==> src/ciq_pkg.sv <==
package ciq_pkg;

   // ---------------------------------------------------------------
   // Widths
   // ---------------------------------------------------------------
   localparam int ADDR_W = 48;
   localparam int DATA_W = 32;
   localparam int OFF_W = 12;
   localparam int LEN_W = 6;
   localparam int ID_W = 16;
   localparam int CHAN_W = 2;
   localparam int CODE_W = 4;
   localparam int CAP_BITS = 8;

   // ---------------------------------------------------------------
   // Address map
   // ---------------------------------------------------------------
   localparam logic [ADDR_W-1:0] WIN_BASE = 48'hFFFF_F0F0_0000;
   localparam logic [OFF_W-1:0] OFF_REINIT = 12'h000;
   localparam logic [OFF_W-1:0] OFF_FMT_CAP = 12'h100;
   localparam logic [OFF_W-1:0] OFF_VGA_CAP = 12'h180;
   localparam logic [OFF_W-1:0] OFF_PART_CAP = 12'h19C;
   localparam logic [ADDR_W-1:0] QUAD_STEP = 48'h0000_0000_0004;
   localparam logic [1:0] QUAD_ALIGN = 2'h0;

   // Bit 0 of a quadlet is its most significant bit
   localparam int BIT0_POS = DATA_W - 1;

   // ---------------------------------------------------------------
   // Capability tables, index i is documented bit i
   // ---------------------------------------------------------------
   localparam logic [CAP_BITS-1:0] FMT_CAP_BITS = 8'h81;
   localparam logic [CAP_BITS-1:0] VGA_CAP_BITS = 8'h6A;
   localparam logic [CAP_BITS-1:0] PART_CAP_MONO = 8'h01;
   localparam logic [CAP_BITS-1:0] PART_CAP_COLOUR = 8'h03;

   // ---------------------------------------------------------------
   // Block transfer limits and answers
   // ---------------------------------------------------------------
   localparam logic [LEN_W-1:0] MAX_QUADS = 6'h20;
   localparam logic [LEN_W-1:0] ONE_QUAD = 6'h01;
   localparam logic [LEN_W-1:0] NO_QUADS = 6'h00;
   localparam logic [CODE_W-1:0] RCODE_COMPLETE = 4'h0;
   localparam logic [CODE_W-1:0] RCODE_TYPE_ERR = 4'h6;
   localparam logic [CODE_W-1:0] RCODE_ADDR_ERR = 4'h7;

   localparam logic [CHAN_W-1:0] FACTORY_CHAN = 2'h0;

   typedef enum logic [1:0] {
      CIQ_IDLE,
      CIQ_RD,
      CIQ_WR
   } ciq_state_e;

endpackage

==> src/ciq_rom_if.sv <==
`timescale 1ns/1ps
interface ciq_rom_if;
   logic [ciq_pkg::OFF_W-1:0] off;
   logic colour;
   logic [ciq_pkg::DATA_W-1:0] data;
   logic hit;

   modport client (
      output off,
      output colour,
      input data,
      input hit
   );

   modport rom (
      input off,
      input colour,
      output data,
      output hit
   );
endinterface
==> src/ciq_regs.sv <==
`timescale 1ns/1ps
module ciq_regs (
   input wire logic clk,
   input wire logic sys_rst,
   input wire logic [ciq_pkg::ID_W-1:0] node_id,
   input wire logic colour_strap,
   input wire logic startup_set,
   input wire logic [ciq_pkg::CHAN_W-1:0] startup_chan,
   input wire logic req_valid,
   output logic req_ready,
   input wire logic req_write,
   input wire logic [ciq_pkg::ID_W-1:0] req_dest,
   input wire logic [ciq_pkg::ADDR_W-1:0] req_addr,
   input wire logic [ciq_pkg::LEN_W-1:0] req_len,
   input wire logic wr_valid,
   input wire logic [ciq_pkg::DATA_W-1:0] wr_data,
   output logic wr_ready,
   output logic rsp_valid,
   output logic [ciq_pkg::DATA_W-1:0] rsp_data,
   output logic rsp_last,
   output logic done,
   output logic [ciq_pkg::CODE_W-1:0] done_code,
   output logic cam_reset,
   output logic lock_release,
   output logic load_req,
   output logic [ciq_pkg::CHAN_W-1:0] load_chan
);
   import ciq_pkg::*;

   // ---------------------------------------------------------------
   // State
   // ---------------------------------------------------------------
   typedef struct packed {
      ciq_state_e state;
      logic req_ready;
      logic wr_ready;
      logic [ADDR_W-1:0] addr;
      logic [LEN_W-1:0] left;
      logic rsp_valid;
      logic [DATA_W-1:0] rsp_data;
      logic rsp_last;
      logic done;
      logic [CODE_W-1:0] code;
      logic reinit_pend;
      logic cam_reset;
      logic lock_release;
      logic load_req;
      logic [CHAN_W-1:0] load_chan;
      logic boot;
      logic colour;
   } ciq_st_s;

   localparam ciq_st_s ST_RESET = '{
      state: CIQ_IDLE,
      req_ready: 1'b1,
      wr_ready: 1'b0,
      addr: '0,
      left: NO_QUADS,
      rsp_valid: 1'b0,
      rsp_data: '0,
      rsp_last: 1'b0,
      done: 1'b0,
      code: RCODE_COMPLETE,
      reinit_pend: 1'b0,
      cam_reset: 1'b0,
      lock_release: 1'b0,
      load_req: 1'b0,
      load_chan: FACTORY_CHAN,
      boot: 1'b1,
      colour: 1'b0
   };

   ciq_st_s st_r;
   ciq_st_s st_nxt;

   ciq_rom_if rom_if ();

   logic in_win;
   logic at_reinit;
   logic [DATA_W-1:0] rd_word;
   logic last_quad;
   logic len_bad;
   logic [CHAN_W-1:0] start_chan;
   logic req_take;
   logic req_mine;
   logic req_refuse;
   logic [CODE_W-1:0] refuse_code;
   logic beat_take;
   logic reinit_hit;
   logic [ADDR_W-1:0] next_addr;
   logic [LEN_W-1:0] next_left;

   // ---------------------------------------------------------------
   // Capability lookup
   // ---------------------------------------------------------------
   ciq_rom u_rom (
      .rom_if(rom_if)
   );

   assign rom_if.off = st_r.addr[OFF_W-1:0];
   // Strap held in state, so a later pin change cannot alter reads
   assign rom_if.colour = st_r.colour;

   // ---------------------------------------------------------------
   // Address decode
   // ---------------------------------------------------------------
   // upper bits match window base
   assign in_win = (st_r.addr[ADDR_W-1:OFF_W] == WIN_BASE[ADDR_W-1:OFF_W]);

   assign at_reinit = in_win && (st_r.addr[OFF_W-1:0] == OFF_REINIT);

   always_comb begin
      rd_word = '0;
      // outside window or unmapped gives zero
      if (in_win && rom_if.hit) begin
         rd_word = rom_if.data;
      end
      // Pending request stays visible until taken
      if (at_reinit) begin
         rd_word[BIT0_POS] = st_r.reinit_pend;
      end
   end

   // Block ends when the final quadlet is handled
   assign last_quad = (st_r.left == ONE_QUAD);

   assign len_bad = (req_len == NO_QUADS) || (req_len > MAX_QUADS);

   // factory channel unless one is designated
   assign start_chan = startup_set ? startup_chan : FACTORY_CHAN;

   // ---------------------------------------------------------------
   // Request screening
   // ---------------------------------------------------------------
   // Length is judged before alignment, one code per refusal
   always_comb begin
      req_take = req_valid && st_r.req_ready;
      req_mine = req_take && (req_dest == node_id);
      req_refuse = 1'b0;
      refuse_code = RCODE_COMPLETE;
      if (len_bad) begin
         req_refuse = 1'b1;
         refuse_code = RCODE_TYPE_ERR;
      end else if (req_addr[1:0] != QUAD_ALIGN) begin
         req_refuse = 1'b1;
         refuse_code = RCODE_ADDR_ERR;
      end
   end

   // Beats outside the write phase are never counted
   assign beat_take = wr_valid && st_r.wr_ready;

   // only bit 0 at offset zero acts
   assign reinit_hit = beat_take && at_reinit && wr_data[BIT0_POS];

   // Both phases walk the block one quadlet a step
   assign next_addr = st_r.addr + QUAD_STEP;
   assign next_left = st_r.left - ONE_QUAD;

   // ---------------------------------------------------------------
   // Next state
   // ---------------------------------------------------------------
   always_comb begin
      st_nxt = st_r;
      st_nxt.rsp_valid = 1'b0;
      st_nxt.rsp_last = 1'b0;
      st_nxt.done = 1'b0;
      st_nxt.cam_reset = 1'b0;
      st_nxt.lock_release = 1'b0;
      st_nxt.load_req = 1'b0;

      if (st_r.boot) begin
         // Strap caught one edge after reset release
         st_nxt.boot = 1'b0;
         st_nxt.colour = colour_strap;
         st_nxt.load_req = 1'b1;
         st_nxt.load_chan = start_chan;
      end else if (st_r.reinit_pend) begin
         st_nxt.reinit_pend = 1'b0;
         st_nxt.cam_reset = 1'b1;
         st_nxt.lock_release = 1'b1;
         st_nxt.load_req = 1'b1;
         st_nxt.load_chan = start_chan;
      end

      unique case (st_r.state)
         CIQ_IDLE: begin
            if (req_take) begin
               // Other nodes' traffic is silently dropped
               if (!req_mine) begin
                  st_nxt.req_ready = 1'b1;
               end else if (req_refuse) begin
                  // Refused request leaves the bus free at once
                  st_nxt.done = 1'b1;
                  st_nxt.code = refuse_code;
               end else begin
                  st_nxt.addr = req_addr;
                  st_nxt.left = req_len;
                  st_nxt.req_ready = 1'b0;
                  if (req_write) begin
                     st_nxt.state = CIQ_WR;
                     st_nxt.wr_ready = 1'b1;
                  end else begin
                     st_nxt.state = CIQ_RD;
                  end
               end
            end
         end

         CIQ_RD: begin
            // One quadlet per cycle, no stall
            st_nxt.rsp_valid = 1'b1;
            st_nxt.rsp_data = rd_word;
            st_nxt.rsp_last = last_quad;
            st_nxt.left = next_left;
            st_nxt.addr = next_addr;
            if (last_quad) begin
               st_nxt.done = 1'b1;
               st_nxt.code = RCODE_COMPLETE;
               st_nxt.state = CIQ_IDLE;
               st_nxt.req_ready = 1'b1;
            end
         end

         CIQ_WR: begin
            if (beat_take) begin
               if (reinit_hit) begin
                  // Set wins over the self-clear above
                  st_nxt.reinit_pend = 1'b1;
               end
               st_nxt.left = next_left;
               st_nxt.addr = next_addr;
               if (last_quad) begin
                  st_nxt.wr_ready = 1'b0;
                  st_nxt.done = 1'b1;
                  st_nxt.code = RCODE_COMPLETE;
                  st_nxt.state = CIQ_IDLE;
                  st_nxt.req_ready = 1'b1;
               end
            end
         end

         default: begin
            // Illegal code: recover quietly
            st_nxt.state = CIQ_IDLE;
            st_nxt.req_ready = 1'b1;
            st_nxt.wr_ready = 1'b0;
         end
      endcase
   end

   // ---------------------------------------------------------------
   // Registers
   // ---------------------------------------------------------------
   // Reset keeps req_ready high so requests may follow at once
   always_ff @(posedge clk or posedge sys_rst) begin
      if (sys_rst) begin
         st_r <= ST_RESET;
      end else begin
         st_r <= st_nxt;
      end
   end

   // ---------------------------------------------------------------
   // Outputs
   // ---------------------------------------------------------------
   // Pulses last one cycle; done_code holds until the next done
   assign req_ready = st_r.req_ready;
   assign wr_ready = st_r.wr_ready;
   assign rsp_valid = st_r.rsp_valid;
   assign rsp_data = st_r.rsp_data;
   assign rsp_last = st_r.rsp_last;
   assign done = st_r.done;
   assign done_code = st_r.code;
   assign cam_reset = st_r.cam_reset;
   assign lock_release = st_r.lock_release;
   assign load_req = st_r.load_req;
   assign load_chan = st_r.load_chan;

endmodule // ciq_regs

==> src/ciq_rom.sv <==
`timescale 1ns/1ps
module ciq_rom (
   ciq_rom_if.rom rom_if
);
   import ciq_pkg::*;

   logic [DATA_W-1:0] fmt_word;
   logic [DATA_W-1:0] vga_word;
   logic [DATA_W-1:0] part_word;
   logic [CAP_BITS-1:0] part_bits;

   // ---------------------------------------------------------------
   // Capability words
   // ---------------------------------------------------------------
   // variant selects modes
   assign part_bits = rom_if.colour ? PART_CAP_COLOUR : PART_CAP_MONO;

   genvar i;
   generate
      for (i = 0; i < CAP_BITS; i++) begin : g_cap
         assign fmt_word[BIT0_POS-i] = FMT_CAP_BITS[i];
         assign vga_word[BIT0_POS-i] = VGA_CAP_BITS[i];
         assign part_word[BIT0_POS-i] = part_bits[i];
      end
   endgenerate

   assign fmt_word[DATA_W-CAP_BITS-1:0] = '0;
   assign vga_word[DATA_W-CAP_BITS-1:0] = '0;
   assign part_word[DATA_W-CAP_BITS-1:0] = '0;

   // ---------------------------------------------------------------
   // Offset decode
   // ---------------------------------------------------------------
   always_comb begin
      rom_if.data = '0;
      rom_if.hit = 1'b1;
      unique case (rom_if.off)
         OFF_FMT_CAP: rom_if.data = fmt_word;
         OFF_VGA_CAP: rom_if.data = vga_word;
         OFF_PART_CAP: rom_if.data = part_word;
         // Reinit bit is merged in by the owner
         OFF_REINIT: rom_if.data = '0;
         default: rom_if.hit = 1'b0;
      endcase
   end

endmodule // ciq_rom

==> config.mk <==
export PLATFORM = sky130hd
export DESIGN_NAME = ciq_regs
export DESIGN_NICKNAME = d
export VERILOG_FILES = /design/src/ciq_pkg.sv /design/src/ciq_rom_if.sv /design/src/ciq_regs.sv /design/src/ciq_rom.sv
export SDC_FILE = /design/constraint.sdc
export NUM_CORES = 1
export LEC_CHECK = 0
export BUFFER_PORTS_ARGS = -buffer_cell sky130_fd_sc_hd__buf_2
export CAP_MARGIN = 20
export CORE_AREA = 2 2 120 122
export CTS_BUF_LIST = sky130_fd_sc_hd__clkbuf_8 sky130_fd_sc_hd__clkbuf_16
export CTS_CLUSTER_SIZE = 25
export DETAILED_ROUTE_END_ITERATION = 12
export DIE_AREA = 0 0 122 124
export GPL_ROUTABILITY_DRIVEN = 0
export MAX_ROUTING_LAYER = met4
export PLACE_DENSITY = 0.69
export RECOVER_POWER = 50
export SETUP_SLACK_MARGIN = 0.1
export SYNTH_ARGS = -nofsm -noshare
export SYNTH_HDL_FRONTEND = slang
export SYNTH_SLANG_ARGS = --single-unit
==> constraint.sdc <==
create_clock -name clk -period 2.7 [get_ports clk]
set_clock_uncertainty 0.2 [all_clocks]
set_input_delay 0.27 -clock clk [delete_from_list [all_inputs] [get_ports clk]]
set_output_delay 0.27 -clock clk [all_outputs]
set_load 0.03 [all_outputs]
==> results of run 1 <==
==> worst max path at each step <==
| stage | startpoint | cells past startpoint | end |
|---|---|---|---|
| 6_report | req_ready$_DFFE_PP1P_ | 9 | st_r[65]$_DFFE_PP0P_ |
| 5_1_grt | req_ready$_DFFE_PP1P_ | 9 | st_r[65]$_DFFE_PP0P_ |
| 4_1_cts | req_ready$_DFFE_PP1P_ | 8 | st_r[91]$_DFFE_PP0P_ |
| 3_5_place_dp | req_len[1] | 9 | st_r[80]$_DFFE_PP0P_ |
| 3_3_place_gp | req_len[1] | 9 | st_r[99]$_DFFE_PP0P_ |
| 2_1_floorplan | req_ready$_DFFE_PP1P_ | 8 | rom_if.off[6]$_DFFE_PP0P_ |
==> synth_stat cells (all sizes together) (9+ instances only) <==
| master | instances | area [sq um] |
|---|---|---|
| nor3 | 32 | 165.2 |
| clkbuf | 29 | 108.9 |
| buf | 53 | 366.6 |
| a211oi | 17 | 127.6 |
| xnor2 | 9 | 78.83 |
| a2bb2oi | 10 | 87.58 |
| o21ai | 36 | 180.2 |
| inv | 28 | 105.1 |
| dfrtp | 74 | 1852 |
| nand2 | 56 | 212.7 |
| nor4 | 16 | 106.4 |
| nand3 | 41 | 205.2 |
| o22ai | 25 | 156.4 |
| a21oi | 25 | 125.1 |
| a31oi | 15 | 93.84 |
| nor2 | 28 | 107.6 |
| nand4 | 20 | 131.4 |
| or4 | 10 | 78.82 |
| and3 | 10 | 62.56 |
==> sequential cells by signal, summed over array words and instances, names as in the netlist <==
name,count
st_r,46
rom_if.off,12
done_code,4
rsp_data,4
load_chan,2
cam_reset,1
done,1
load_req,1
req_ready,1
rom_if.colour,1
rsp_last,1
rsp_valid,1
wr_ready,1
==> stage by stage <==
stage	setup slack, ns	TNS [ns]	cell area [sq um]	util [%]
detailed placement	-0.1223	-0.4415	6335	46.17
finish	0.1198	0	7061	51.46
global route	0.06357	0	7061	51.46
floorplan	0.1044	0	5592	-
global placement	0.0001514	0	6335	46.17
CTS	0.05043	0	6805	49.60
==> repair_timing <==
item	4_1_cts	5_1_grt
gates cloned	0	3
buffers inserted	0	5
setup endpoints to repair	37	50
hold buffers	6	0
pin swaps	1	16
hold endpoints to repair	77	0
resized for setup	2	35
==> kinds of logic after synthesis <==
family,share of synthesized area (%)
AND/OR/NAND/NOR,23.87
AO/OA/AOI/OAI,24.44
buffers and inverters,10.74
flip-flops,35.00
XOR/XNOR,2.736
adder cells (fa/ha/maj),1.840
multiplexers,1.311
other,0.06892
==> layer usage <==
| layer | GRT usage, % | vias up | part of all wire [%] |
|---|---|---|---|
| met5 | - | - | 0 |
| met4 | 6.897 | 0 | 1.6 |
| met3 | 3.663 | 21 | 5.4 |
| met2 | 33.03 | 186 | 47 |
| met1 | 28.58 | 2641 | 46 |
| li1 | - | 2669 | - |
==> area by class of cell <==
cell class	instances	area, sq um	area share (%)
multi-input cells	491	3262	46.20
flip-flops and latches	76	1907	27.01
repair buffers	178	1160	16.43
clock buffers	10	239.0	3.385
well taps	180	225.2	3.190
clock inverters	6	158.9	2.251
inverters	29	108.9	1.542
==> where the power goes <==
group	total [mW]	internal (mW)	leakage [nW]	switching [mW]
registers	1.16	1.15	0.935	0.00934
clock network	1.62	1.12	0.193	0.507
logic	0.242	0.0966	1.84	0.146
total	3.03	2.36	2.97	0.662
==> tightest hold or removal path: stages <==
cell	delay [ns]
buf_2	0.08
a41oi_1	0.10
nand3_1	0.07
==> flow_summary.yaml, run 1 <==
outcome:
  status: "complete, no violations"
detailed_routing:
  vias_per_cell: 5.688
  drtPass1Iterations: 7
  drt_first_iter_violations: 473
  vias: 5517
  wirelength_microns: 16110
  wl_per_cell_microns: 16.61
  post-route-drc-count: 0
  ant_nets: 0
worst_setup_path:
  endpoint_kind: "register"
  timing.critical_path.buf_inv: 3
  critPathKind: "reg2reg"
  crit_required_ns: 2.76
  start_kind: "register"
  r2r_end: "st_r[65]$_DFFE_PP0P_"
  crit_family: "compound AO/OA/AOI/OAI gates"
  worstRegToRegCells: 9
  arrival_ns: 2.64
  r2r-start: "req_ready$_DFFE_PP1P_"
  slowest_delay_ns: 0.54
  slowest_stage: "dfstp_2"
  cp_max_fo: 7
  worstPathCellList: "nand2_1 > or4_4 > o21bai_4 > buf_6 > o31ai_4 > buf_6 > buf_4 > a21oi_1 > a211oi_1"
  crit_top_cell: "buf_6"
  r2r_slack_ns: 0.12
floorplanning:
  num_rows: 43
  chipHeight_microns: 124
  core-area_sq_um: 13720
  die_x_microns: 122
  io_pins: 173
  start_util_pct: 39.66
  die_area_sq_um: 15130
synth:
  ys_ff_latch: 76
  synthFlopType: "dfrtp_1"
  yosys_warnings: 0
  async_flop_share_pct: 100.0
  synth_area_sq_um: 5441
  synth_cells: 651
  seq_area_frac_synth_pct: 35.00
  ys_types: 69
  avgSynthCellArea_sq_um: 8.359
  synth_edf_count: 0
global_routing:
  grt_pass1_wl_microns: 24550
  grtUsageTotal_pct: 21.34
  antenna_found_initial: 0
  grt_max_degree: 77
  grt_overflow_total: 0
  grt_pass1_vias: 4919
layout:
  fin_cells: 970
  syn_to_final_growth_pct: 29.75
  final_nets: 920
  drive_gt1_share_pct: 29.37
  antennaDiodeCount: 0
  mostFrequentLayoutCell: "buf_2"
  fill_cells: 1321
  layout_common_cells: "110 x buf_2, 72 x dfrtp_1, 55 x nand2_1, 45 x buf_4, 40 x nand3_1"
power_and_ir_drop:
  peakVddDrop_uv: 264.7
  finalPower_mw: 3.026
  cellPowerDensity_nw_per_um2: 428.6
  leakagePower_nw: 2.971
sta:
  setup_viol: 0
  fin_crit_sh_pct: 95.56
  period_needed_ns: 2.580
  fmax_mhz: 387.6
  timing.hold.ws_ns: 0.01049
  slew_violations: 0
  finalHoldViolations: 0
  worst_slew_pin_slew_ns: 1.100
  grt_setup_unrepaired: "true"
  relSlewSlack_pct: 26.70
worst_hold_path:
  min_to: "st_r[95]$_DFFE_PP0P_"
  worstHoldStart: "req_addr[42]"
  hold_depth: 3
  hold_class: "in2reg"
clock_tree:
  clkLatencyLatePin_ns: 0.35
  cts_tree: "yes"
  htree_levels: 3
  path_clk_slew_ns: 0.06
  cts.sinks: 76
  clockBufferDepth: 2
  cts_root_buffer: "clkbuf_16"
  cts_made_buffers: 9
job:
  cap_viol_max_count: 0
placed_design:
  hpwl_microns: 11180
  place_inst: 940
  port_buffers: 115
No activity file was read; power rests on OpenSTA's default activity.
==> run 2: changes to the inputs <==
--- a/config.mk
+++ b/config.mk
@@ -5,18 +5,19 @@
 export SDC_FILE = /design/constraint.sdc
 export NUM_CORES = 1
 export LEC_CHECK = 0
+export ABC_AREA = 1
 export BUFFER_PORTS_ARGS = -buffer_cell sky130_fd_sc_hd__buf_2
 export CAP_MARGIN = 20
-export CORE_AREA = 2 2 120 122
+export CORE_AREA = 2 2 127 129
 export CTS_BUF_LIST = sky130_fd_sc_hd__clkbuf_8 sky130_fd_sc_hd__clkbuf_16
 export CTS_CLUSTER_SIZE = 25
 export DETAILED_ROUTE_END_ITERATION = 12
-export DIE_AREA = 0 0 122 124
+export DIE_AREA = 0 0 129 131
 export GPL_ROUTABILITY_DRIVEN = 0
 export MAX_ROUTING_LAYER = met4
-export PLACE_DENSITY = 0.69
+export PLACE_DENSITY = 0.68
 export RECOVER_POWER = 50
-export SETUP_SLACK_MARGIN = 0.1
+export SETUP_SLACK_MARGIN = 0.5
 export SYNTH_ARGS = -nofsm -noshare
 export SYNTH_HDL_FRONTEND = slang
 export SYNTH_SLANG_ARGS = --single-unit
==> run 2 against run 1 <==
Effect of this change:
- die area up 12%
- flip-flop and latch count unchanged
- setup slack better by 0.50 ns
- synthesized area up 12%
- clock power down 22%
- synthesized cell count up 53%
- non-clock buffer count down 39
- final cell count up 37%
- core utilization down 5.0 points
- register-to-register slack better by 0.50 ns
- global-route usage down 0.75 points
- highest routed layer unchanged
- combinational power up 21%
==> flow_summary.yaml, run 2 <==
global_routing:
  grt_pass1_wl_microns: 26900
  grt_pass1_vias: 5583
  antenna_found_initial: 0
  grt_max_degree: 66
  grt_overflow_total: 0
  grtUsageTotal_pct: 20.59
worst_setup_path:
  r2r_end: "st_r[86]$_DFFE_PP0P_"
  cp_max_fo: 7
  slowest_stage: "dfrtp_1"
  worstRegToRegCells: 10
  arrival_ns: 2.17
  r2r-start: "rom_if.off[4]$_DFFE_PP0P_"
  timing.critical_path.buf_inv: 1
  endpoint_kind: "register"
  crit_top_cell: "nand2_1"
  start_kind: "register"
  slowest_delay_ns: 0.47
  r2r_slack_ns: 0.62
  worstPathCellList: "nand3_1 > inv_2 > nand2_1 > nor2_2 > nand2_1 > xnor2_1 > nand2_1 > nand2_1 > nand2_1 > nand2_1"
  critPathKind: "reg2reg"
  crit_required_ns: 2.79
  crit_family: "simple AND/OR/NAND/NOR gates"
synth:
  ys_ff_latch: 76
  synth_cells: 996
  synth_top_area_share_pct: 30.35
  synth_top_area_cell: "dfrtp_1"
  synth_area_leaders: "dfrtp_1 30%, nand2_1 27%, nor2_1 7.5%, inv_1 5.8%, buf_4 4.8%"
  seq_area_frac_synth_pct: 31.21
  synth_most_common_cell: "nand2_1"
  avgSynthCellArea_sq_um: 6.125
  async_flop_share_pct: 100.0
  ys_types: 39
  synth_common_cells: "444 x nand2_1, 122 x nor2_1, 95 x inv_1"
  yosys_warnings: 0
  synth_edf_count: 0
  synth_area_sq_um: 6101
  synthFlopType: "dfrtp_1"
detailed_routing:
  wl_per_cell_microns: 13.16
  drtPass1Iterations: 5
  vias_per_cell: 4.727
  wirelength_microns: 17470
  vias: 6278
  ant_nets: 0
  post-route-drc-count: 0
  drt_first_iter_violations: 477
clock_tree:
  clkLatencyLatePin_ns: 0.35
  cts.sinks: 76
  cts_made_buffers: 9
  cts_root_buffer: "clkbuf_16"
  htree_levels: 3
  clockBufferDepth: 2
  path_clk_slew_ns: 0.07
  cts_tree: "yes"
floorplanning:
  io_pins: 173
  start_util_pct: 39.11
  chipHeight_microns: 131
  core-area_sq_um: 15600
  die_area_sq_um: 16900
  num_rows: 46
  die_x_microns: 129
sta:
  period_needed_ns: 2.084
  fmax_mhz: 479.9
  finalHoldViolations: 0
  worst_slew_pin_slew_ns: 1.312
  fin_crit_sh_pct: 77.18
  setup_tns_ns: 0
  grt_setup_unrepaired: "true"
  relSlewSlack_pct: 12.06
  slew_violations: 0
  setup_viol: 0
placed_design:
  port_buffers: 115
  hpwl_microns: 12770
  place_inst: 1297
power_and_ir_drop:
  seqPwrFrac_pct: 42.4
  netSwitchingPower_mw: 0.7099
  leakagePower_nw: 4.123
  peakVddDrop_uv: 301.1
  power_frac_comb_pct: 10.7
  cellPowerDensity_nw_per_um2: 374.2
  p_int_mw: 2.003
  swShare_pct: 26.17
  clockPowerShare_pct: 46.9
job:
  cap_viol_max_count: 0
worst_hold_path:
  hold_depth: 3
  worstHoldStart: "req_write"
  min_to: "st_r[104]$_DFFE_PP0P_"
  hold_class: "in2reg"
layout:
  multi_input_area_sq_um: 3538
  fin_cells: 1328
  mostFrequentLayoutCell: "nand2_1"
  layout_common_cells: "443 x nand2_1, 110 x nor2_1, 96 x buf_2, 91 x inv_1, 74 x dfrtp_1"
  final-seq-area_sq_um: 1904
  antennaDiodeCount: 0
  final_nets: 1242
  fill_cells: 1653
  syn_to_final_growth_pct: 18.83
  regMostFlops: "st_r"
  largest_reg_flops: 46
  drive_gt1_share_pct: 15.20
outcome:
  status: "complete, no violations"
## run 2: what timing repair did
item / CTS / global route
buffers inserted: 0 / 4
gates resized for setup: 0 / 23
endpoints found under the hold margin: 29 / 0
endpoints found under the setup margin: 0 / 54
hold buffers: 5 / 0
## run 2: layout make-up
class / count / area share, %
Clock inverter: 6 / 0.9665
Tap cell: 216 / 3.728
Timing Repair Buffer: 139 / 11.89
Inverter: 97 / 5.040
Multi-Input combinational cell: 784 / 48.81
Clock buffer: 10 / 3.297
Sequential cell: 76 / 26.27
## run 2: logic make-up after synthesis
logic type               share of synthesized area [%]
AND/OR/NAND/NOR                                  45.04
buffers and inverters                            13.45
flip-flops                                       31.21
AO/OA/AOI/OAI                                    4.184
XOR/XNOR                                         3.589
adder cells (fa/ha/maj)                          1.641
multiplexers                                    0.8204
other                                          0.06147
## run 2: how the worst max path moves through the flow
stage / start / cells after the start / endpoint / slack [ns]
after floorplan: req_ready$_DFFE_PP1P_ / 13 / rom_if.off[2]$_DFFE_PP0P_ / 0.64
after global placement: rom_if.off[4]$_DFFE_PP0P_ / 11 / st_r[94]$_DFFE_PP0P_ / 0.61
after detailed placement: rom_if.off[4]$_DFFE_PP0P_ / 10 / st_r[86]$_DFFE_PP0P_ / 0.60
after CTS: rom_if.off[4]$_DFFE_PP0P_ / 10 / st_r[86]$_DFFE_PP0P_ / 0.57
after global routing: rom_if.off[10]$_DFFE_PP0P_ / 11 / st_r[94]$_DFFE_PP0P_ / 0.45
final: rom_if.off[4]$_DFFE_PP0P_ / 10 / st_r[86]$_DFFE_PP0P_ / 0.62
## run 2: worst min-delay path: stages
cell	delay (ns)
buf_2	0.11
nand2_1	0.05
o21ai_0	0.08
## run 2: layer usage
metal	vias up	GRT usage [%]	share of wire, %
met4	0	5.499	2.0
met1	2807	27.96	46
li1	3231	-	-
met5	-	-	0
met2	210	32.46	45
met3	30	2.850	6.3
## run 2: per-stage QoR
step	setup WS, ns	hold slack, ns	instance area, sq um	total power, mW	utilization [%]
floorplan	0.6436	0.1868	6202	1.378	-
global placement	0.6145	0.1940	6701	1.455	42.96
detailed placement	0.5979	0.1942	6701	1.460	42.96
CTS	0.5734	0.003309	7061	2.732	45.27
global route	0.4492	0.01580	7249	2.813	46.48
finish	0.6162	0.003172	7249	2.712	46.48
## run 2: power by group through the flow
stage	logic, mW	registers (mW)	clock network, mW
CTS	0.295	1.15	1.29
floorplan	0.204	1.17	0
finish	0.292	1.15	1.27
global route	0.329	1.15	1.33
global placement	0.284	1.17	0
detailed placement	0.288	1.17	0
